**src/core/cip_pkg.sv**
```systemverilog
// Purpose: shared constants of the combined interrupt pacer
// Assumes: one peripheral clock, 32-bit register port, byte offsets
// Notes: offsets are byte addresses of aligned 32-bit words
package cip_pkg;
   // register port shape
   localparam int ADDR_W = 8;
   localparam int DATA_W = 32;
   // number of level interrupt sources merged into one line
   localparam int SRC_W = 20;
   // register offsets
   localparam logic [7:0] CTL_OFS = 8'h04;
   localparam logic [7:0] CNT_OFS = 8'h08;
   localparam logic [7:0] TIMER_OFS = 8'h0C;
   localparam logic [7:0] STAT_OFS = 8'h10;
   localparam logic [7:0] MASK_OFS = 8'h14;
   // field layout
   localparam int ENABLE_BIT = 0;
   localparam int CNT_W = 18;
   localparam int CNT_MSB = 17;
   localparam int EVT_W = 2;
   localparam int EVT_RISE_BIT = 0;
   localparam int EVT_DONE_BIT = 1;
   // reset values
   localparam logic ENABLE_RST = 1'b0;
   localparam logic [CNT_W-1:0] CNT_RST = 18'h00000;
   localparam logic [EVT_W-1:0] EVT_RST = 2'h0;
   localparam logic [DATA_W-1:0] RDATA_RST = 32'h00000000;
endpackage

```
**src/core/cip_pace_counter.sv**
```systemverilog
// Purpose: loadable down-counter that stops at zero
// Assumes: load wins over counting in the same cycle
// Notes: counts once per clock, no prescaler
`timescale 1ns/1ns
module cip_pace_counter #(
   parameter int W = 18
) (
   // clock and reset
   input wire logic clk_in,
   input wire logic rst_in,
   // load control
   input wire logic load_in,
   input wire logic [W-1:0] load_value_in,
   // state
   output logic [W-1:0] count_out,
   output logic zero_out
);
   logic [W-1:0] count_r;
   logic [W-1:0] count_nxt;

   // next count: load, else decrement down to zero
   always_comb begin
      count_nxt = count_r;
      if (load_in) begin
         count_nxt = load_value_in;
      end else if (count_r != '0) begin
         count_nxt = count_r - W'(1);
      end
   end

   // register; cleared on reset so no pacing by default
   always_ff @(posedge clk_in) begin
      if (rst_in) begin
         count_r <= '0;
      end else begin
         count_r <= count_nxt;
      end
   end

   assign count_out = count_r;
   assign zero_out = (count_r == '0);
endmodule

```
**src/core/cip_top.sv**
```systemverilog
// Purpose: merges level interrupt sources into one paced line to the cpu
// Assumes: sources are level, synchronous to REF_CLK_IN (50 MHz)
// Notes: service software is expected to drop and re-raise the enable
//
// The implementer's own choices: strobed register access and the register offsets.
`timescale 1ns/1ns
module cip_top (
   // clock and reset
   input wire logic REF_CLK_IN,
   input wire logic RST_IN,
   // register port
   input wire logic [cip_pkg::ADDR_W-1:0] REG_ADDR_IN,
   input wire logic [cip_pkg::DATA_W-1:0] REG_WDATA_IN,
   input wire logic REG_WR_IN,
   input wire logic REG_RD_IN,
   output logic [cip_pkg::DATA_W-1:0] REG_RDATA_OUT,
   // interrupt sources and outputs
   input wire logic [cip_pkg::SRC_W-1:0] SRC_IRQ_IN,
   output logic COMBINED_IRQ_OUT,
   output logic EVT_IRQ_OUT
);
   import cip_pkg::*;

   logic combined_irq_enable_r;
   logic combined_irq_enable_nxt;
   logic [CNT_W-1:0] interrupt_pacing_count_r;
   logic [CNT_W-1:0] interrupt_pacing_count_nxt;
   logic [EVT_W-1:0] evt_status_r;
   logic [EVT_W-1:0] evt_status_nxt;
   logic [EVT_W-1:0] evt_mask_r;
   logic [EVT_W-1:0] evt_mask_nxt;
   logic combined_irq_r;
   logic combined_irq_nxt;
   logic [DATA_W-1:0] rdata_r;
   logic [DATA_W-1:0] rdata_nxt;
   logic wr_ctl;
   logic wr_cnt;
   logic timer_load;
   logic [CNT_W-1:0] timer_count;
   logic timer_zero;
   logic [EVT_W-1:0] evt_set;

   // write decode
   assign wr_ctl = REG_WR_IN && (REG_ADDR_IN == CTL_OFS);
   assign wr_cnt = REG_WR_IN && (REG_ADDR_IN == CNT_OFS);

   // reload only on a 0 to 1 change of the enable; rewriting 1 keeps the count running
   assign timer_load = wr_ctl && REG_WDATA_IN[ENABLE_BIT] && !combined_irq_enable_r;

   // pacing timer
   cip_pace_counter #(
      .W(CNT_W)
   ) u_timer (
      .clk_in(REF_CLK_IN),
      .rst_in(RST_IN),
      .load_in(timer_load),
      .load_value_in(interrupt_pacing_count_r),
      .count_out(timer_count),
      .zero_out(timer_zero)
   );

   // software registers: enable, pacing count, event mask
   always_comb begin
      combined_irq_enable_nxt = combined_irq_enable_r;
      interrupt_pacing_count_nxt = interrupt_pacing_count_r;
      evt_mask_nxt = evt_mask_r;
      if (wr_ctl) begin
         combined_irq_enable_nxt = REG_WDATA_IN[ENABLE_BIT];
      end
      if (wr_cnt) begin
         interrupt_pacing_count_nxt = REG_WDATA_IN[CNT_MSB:0];
      end
      if (REG_WR_IN && (REG_ADDR_IN == MASK_OFS)) begin
         evt_mask_nxt = REG_WDATA_IN[EVT_W-1:0];
      end
   end

   // combined line is registered so the cpu sees a clean edge
   always_comb begin
      combined_irq_nxt = (|SRC_IRQ_IN) && combined_irq_enable_r && timer_zero;
   end

   // sticky events; a new event beats a write-one-to-clear in the same cycle
   always_comb begin
      evt_set = EVT_RST;
      evt_set[EVT_RISE_BIT] = combined_irq_nxt && !combined_irq_r;
      evt_set[EVT_DONE_BIT] = !timer_load && (timer_count == CNT_W'(1));
      evt_status_nxt = evt_status_r;
      if (REG_WR_IN && (REG_ADDR_IN == STAT_OFS)) begin
         evt_status_nxt = evt_status_r & ~REG_WDATA_IN[EVT_W-1:0];
      end
      evt_status_nxt = evt_status_nxt | evt_set;
   end

   // read mux; data stand only in the cycle after the strobe, unmapped reads give 0
   always_comb begin
      rdata_nxt = RDATA_RST;
      if (REG_RD_IN) begin
         unique case (REG_ADDR_IN)
            CTL_OFS: rdata_nxt[ENABLE_BIT] = combined_irq_enable_r;
            CNT_OFS: rdata_nxt[CNT_MSB:0] = interrupt_pacing_count_r;
            TIMER_OFS: rdata_nxt[CNT_MSB:0] = timer_count;
            STAT_OFS: rdata_nxt[EVT_W-1:0] = evt_status_r;
            MASK_OFS: rdata_nxt[EVT_W-1:0] = evt_mask_r;
            default: rdata_nxt = RDATA_RST;
         endcase
      end
   end

   // state registers
   always_ff @(posedge REF_CLK_IN) begin
      if (RST_IN) begin
         combined_irq_enable_r <= ENABLE_RST;
         interrupt_pacing_count_r <= CNT_RST;
         evt_status_r <= EVT_RST;
         evt_mask_r <= EVT_RST;
         combined_irq_r <= 1'b0;
         rdata_r <= RDATA_RST;
      end else begin
         combined_irq_enable_r <= combined_irq_enable_nxt;
         interrupt_pacing_count_r <= interrupt_pacing_count_nxt;
         evt_status_r <= evt_status_nxt;
         evt_mask_r <= evt_mask_nxt;
         combined_irq_r <= combined_irq_nxt;
         rdata_r <= rdata_nxt;
      end
   end

   // outputs
   assign REG_RDATA_OUT = rdata_r;
   assign COMBINED_IRQ_OUT = combined_irq_r;
   assign EVT_IRQ_OUT = |(evt_status_r & evt_mask_r);

   // a reset leaves no pacing in force
   a_reset_no_pace: assert property (@(posedge REF_CLK_IN)
      $past(RST_IN) |-> (interrupt_pacing_count_r == CNT_RST) && timer_zero)
      else $error("pacing count not zero after reset");

   // count readback carries only the low field
   a_count_readback: assert property (@(posedge REF_CLK_IN) disable iff (RST_IN)
      (wr_cnt ##1 (REG_RD_IN && REG_ADDR_IN == CNT_OFS && !REG_WR_IN))
      |=> (REG_RDATA_OUT == {14'h0000, $past(REG_WDATA_IN[CNT_MSB:0], 2)}))
      else $error("pacing count readback wrong");

   // rising enable loads the programmed count
   a_load_on_rise: assert property (@(posedge REF_CLK_IN) disable iff (RST_IN)
      timer_load |=> (timer_count == $past(interrupt_pacing_count_r)))
      else $error("timer not loaded on enable rise");

   // rewriting a set enable does not reload
   a_no_reload_set: assert property (@(posedge REF_CLK_IN) disable iff (RST_IN)
      (wr_ctl && combined_irq_enable_r && !timer_zero)
      |=> (timer_count == $past(timer_count) - CNT_W'(1)))
      else $error("timer reloaded while enable already set");

   // counts down by one per clock
   a_count_down: assert property (@(posedge REF_CLK_IN) disable iff (RST_IN)
      (!timer_load && !timer_zero) |=> (timer_count == $past(timer_count) - CNT_W'(1)))
      else $error("timer did not decrement");

   // stays at zero until the next load
   a_stop_at_zero: assert property (@(posedge REF_CLK_IN) disable iff (RST_IN)
      (!timer_load && timer_zero) |=> timer_zero)
      else $error("timer left zero without a load");

   // non-zero timer blocks the line
   a_block_pacing: assert property (@(posedge REF_CLK_IN) disable iff (RST_IN)
      !timer_zero |=> !COMBINED_IRQ_OUT)
      else $error("combined irq high while timer running");

   // line follows pending sources when allowed
   a_assert_when_ready: assert property (@(posedge REF_CLK_IN) disable iff (RST_IN)
      ((|SRC_IRQ_IN) && combined_irq_enable_r && timer_zero) |=> COMBINED_IRQ_OUT)
      else $error("combined irq missing");

   // disabled line stays low
   a_disable_low: assert property (@(posedge REF_CLK_IN) disable iff (RST_IN)
      !combined_irq_enable_r |=> !COMBINED_IRQ_OUT)
      else $error("combined irq high while disabled");

   // reset leaves the line, the enable and the read port idle
   a_reset_outputs: assert property (@(posedge REF_CLK_IN)
      $past(RST_IN) |-> !combined_irq_enable_r && !COMBINED_IRQ_OUT && !EVT_IRQ_OUT
         && (REG_RDATA_OUT == RDATA_RST))
      else $error("outputs not idle after reset");

   // the rise event is latched at the edge the line goes high
   a_rise_event: assert property (@(posedge REF_CLK_IN) disable iff (RST_IN)
      $rose(COMBINED_IRQ_OUT) |-> evt_status_r[EVT_RISE_BIT])
      else $error("rise event not latched");

   // timer reaching zero on its own latches done, even against a clear
   a_done_event: assert property (@(posedge REF_CLK_IN) disable iff (RST_IN)
      (!timer_load && (timer_count == CNT_W'(1))) |=> evt_status_r[EVT_DONE_BIT])
      else $error("pacing done event lost");

   // writing a one clears a status bit unless its event fires again
   a_status_clear: assert property (@(posedge REF_CLK_IN) disable iff (RST_IN)
      (REG_WR_IN && (REG_ADDR_IN == STAT_OFS) && REG_WDATA_IN[EVT_RISE_BIT]
         && !evt_set[EVT_RISE_BIT]) |=> !evt_status_r[EVT_RISE_BIT])
      else $error("status bit not cleared");

   // read data stand for one cycle only, zero otherwise
   a_read_idle_zero: assert property (@(posedge REF_CLK_IN) disable iff (RST_IN)
      !REG_RD_IN |=> (REG_RDATA_OUT == RDATA_RST))
      else $error("read data outside the answer cycle");

   // reserved upper bits of the count read as zero
   a_reserved_zero: assert property (@(posedge REF_CLK_IN) disable iff (RST_IN)
      (REG_RD_IN && (REG_ADDR_IN == CNT_OFS)) |=> (REG_RDATA_OUT[DATA_W-1:CNT_W] == '0))
      else $error("reserved count bits not zero");

   // line drops one cycle after the last source goes quiet
   a_irq_falls: assert property (@(posedge REF_CLK_IN) disable iff (RST_IN)
      !(|SRC_IRQ_IN) |=> !COMBINED_IRQ_OUT)
      else $error("combined irq high with no source");

   // a reload with a non-zero count keeps the line low two cycles on
   a_load_blocks: assert property (@(posedge REF_CLK_IN) disable iff (RST_IN)
      (timer_load && (interrupt_pacing_count_r != '0)) |-> ##2 !COMBINED_IRQ_OUT)
      else $error("combined irq high right after a reload");
endmodule

```
**config.mk**
```make
export PLATFORM = sky130hd
export DESIGN_NAME = cip_top
export DESIGN_NICKNAME = d
export VERILOG_FILES = /design/src/core/cip_pkg.sv /design/src/core/cip_pace_counter.sv /design/src/core/cip_top.sv
export SDC_FILE = /design/constraint.sdc
export NUM_CORES = 1
export LEC_CHECK = 0
export BUFFER_PORTS_ARGS = -buffer_cell sky130_fd_sc_hd__buf_2
export CORE_ASPECT_RATIO = 1.75
export CORE_MARGIN = 2
export CORE_UTILIZATION = 35
export CTS_CLUSTER_DIAMETER = 50
export DETAILED_ROUTE_END_ITERATION = 7
export HOLD_SLACK_MARGIN = 0.06
export SYNTH_ARGS = -nofsm -noshare
export SYNTH_HDL_FRONTEND = slang
export SYNTH_HIERARCHICAL = 1
export SYNTH_SLANG_ARGS = --single-unit
```
**constraint.sdc**
```tcl
create_clock -name REF_CLK_IN -period 2 [get_ports REF_CLK_IN]
set_input_delay 0.1 -clock REF_CLK_IN [delete_from_list [all_inputs] [get_ports REF_CLK_IN]]
set_output_delay 0.1 -clock REF_CLK_IN [all_outputs]
set_load 0.02 [all_outputs]
```
==> run metrics <==
status=completed; async set or reset register ratio after synthesis=0; Die ar.=8988 um2; Cell Chain, Critical Path=or4_4 -> buf_4 -> nor4_1 -> mux2_2 -> o21a_1; initial antenna violation count=0; drc violations=0; routability cong.=0.8644; dominant synthesized flop cell=dfxtp_1; Gate Count Post-Synth=335; crit path kind=flop to flop; CTS buffer count=9; PD cells=1268 nW/um2; dpl hpwl=5663 um; Post-Syn Area=2877 um2; n_diodes=0; row count=43; Die Wd=72.53 um; routed len/inst=13.93 um; number of flops mapped to enable cells by yosys=0; crit path max fanout=3; clk_lat worst skew=0.33 ns; WP data arrival=2.15 ns; synth warn=6; chip height=123.9 um; Worst path max stage delay=0.53 ns; via/cell ratio=5.043; Hold WS=0.05889 ns; Max transition margin=0.6121; DRT Pass-1 Iters=4; Core Box Area=7963 um2; Yosys cell types=51; MaxCap Viol Count=0; Max Slew Vio Count=0; # H-tree levels=3; worst hold path class=primary input to flop; Vias=2728; Post-CTS Repair Setup Buffers=0; Nets=511; clk root buf=clkbuf_16; CTS tree=done; Lkg Pwr=1.675 nW; Worst setup SP type=flop; Fin. Hold Viols=0; gr ovfl total=0; first-pass GRT wire length=12560 um; GRT Total Usage=0.1816; Starting Density=0.3613; clock skew=0.005125 ns; max frequency=0.5187 GHz; post-route total power=5.054 mW; register area share after synthesis=0.4176; port bufs=69; layout cells sized above 1=0.2971; Tmin final=1.928 ns; iteration-0 DRC count of the detailed router=125; Routed Antenna Nets=0; worst-case vdd ir drop=0.0005114 V; clock buffer depth=2; Slew @ Worst Pin=0.5805 ns; largest net degree at the start of global routing=30; Crit path required time=2.22 ns; slowest CP cell=or4_4; setup violators final=0; Critical path buffers and inverters=1; critical path's top delay family=simple AND/OR/NAND/NOR gates; fin crit share=0.9639; CTS Sinks=60; total routed wirelength=7536 um; via count of the first global-routing pass=2747; Setup crit end kind=flop; Reg clk slew, reported paths=0.05 ns; P&R area growth vs syn=38.54%; number of I/O pins=98; Yosys reg bits=60; mean post-synth cell area=8.587 um2
[cell usage after synthesis, types with 2 or more instances]
master	instances	area [um2]
dfxtp_1	60	1201
nand2_1	60	225.2
nor2_1	29	108.9
a21oi_1	26	130.1
mux2i_1	21	210.2
buf_4	14	105.1
nor4_1	14	87.58
o21ai_0	12	60.06
nor3_1	11	55.05
clkbuf_1	9	33.78
inv_1	8	30.03
xnor2_1	8	70.07
or3_1	6	37.54
a211o_1	3	26.28
a221oi_1	3	26.28
buf_6	3	33.78
mux2_2	3	33.78
nand3_1	3	15.01
nor4b_1	3	26.28
buf_2	2	10.01
nand4_1	2	12.51
nand4b_1	2	17.52
nor2b_1	2	12.51
nor4b_4	2	47.55
o21a_1	2	15.01
xor2_1	2	17.52
[cells by family after synthesis]
group	after synthesis	synth area share
flops	60	0.4176
mux	24	0.08482
xor+xnor	10	0.03045
fa+ha+maj	1	0.004349
simple gates	145	0.2592
compound gates	57	0.1214
other cells	1	0.001304
buf+inv	37	0.08090
[registers in the layout, indices dropped and copies added, names as in the netlist]
register                  count
u_timer/count_out            18
evt_mask_r                    2
COMBINED_IRQ_OUT              1
combined_irq_enable_r         1
REG_RDATA_OUT                18
interrupt_pacing_count_r     18
evt_status_r                  2
[cells in the final DEF, fill, tap and decap left out, types with 3 or more instances in the layout]
master	n
mux2_2	3
a21oi_1	26
nor2_1	29
nand2_1	60
clkbuf_16	9
a211o_1	3
buf_4	28
inv_1	8
buf_2	69
bufinv_16	3
nor3_1	10
nor4b_4	3
xnor2_1	8
or3_1	4
o21ai_0	12
dlygate4sd3_1	18
conb_1	14
mux2i_1	21
dfxtp_1	60
nor4_1	13
[final timing paths]
path	slack, ns	cells after the start	end	startpoint
worst max register to register	0.07	5	u_timer/count_out[17]	u_timer/count_out[12]
worst min register to register	0.45	1	evt_status_r[0]	COMBINED_IRQ_OUT
worst max-delay path	0.07	5	u_timer/count_out[17]	u_timer/count_out[12]
worst min-delay path	0.06	2	REG_RDATA_OUT[0]	REG_ADDR_IN[3]
[metal layers]
| layer | track usage | vias up | wire length (um) |
|---|---|---|---|
| met3 | 0.03074 | 16 | 224 |
| met4 | 0.09954 | 0 | 245 |
| met5 | 0 | - | 0 |
| met1 | 0.1819 | 1282 | 2782 |
| met2 | 0.3443 | 58 | 4283 |
| li1 | - | 1372 | - |
[layout make-up]
| type | instances | area, um2 |
|---|---|---|
| multi-input combinational | 251 | 1545 |
| sequential | 60 | 1201 |
| timing repair buffer | 116 | 755.7 |
| clock buffer | 9 | 225.2 |
| tap | 90 | 112.6 |
| inverter | 8 | 30.03 |
| clock inverter | 7 | 115.1 |
| fill | 783 | 3978 |
[metrics by stage]
| step | TNS [ns] | setup WS [ns] | area (um2) | std cells | utilization |
|---|---|---|---|---|---|
| after floorplan | 0 | 0.04309 | 2932 | 348 | - |
| after global placement | 0 | 0.02058 | 3417 | 507 | 0.4291 |
| after detailed placement | -0.005433 | -0.003833 | 3417 | 507 | 0.4291 |
| after CTS | 0 | 0.07293 | 3948 | 541 | 0.4958 |
| after global routing | -0.007976 | -0.007976 | 3985 | 541 | 0.5005 |
| final | 0 | 0.07227 | 3985 | 541 | 0.5005 |
[power by group]
group	switching [mW]	internal, mW
combinational	0.894	0.930
clock	0.557	1.21
sequential	0.127	1.34
[repair_timing]
item,4_1_cts,5_1_grt
hold buffers,18,0
gates resized for setup,2,6
endpoints found under the hold margin,19,0
setup endpoints to repair,8,10
Note: power is estimated with default switching activity, not from simulation.
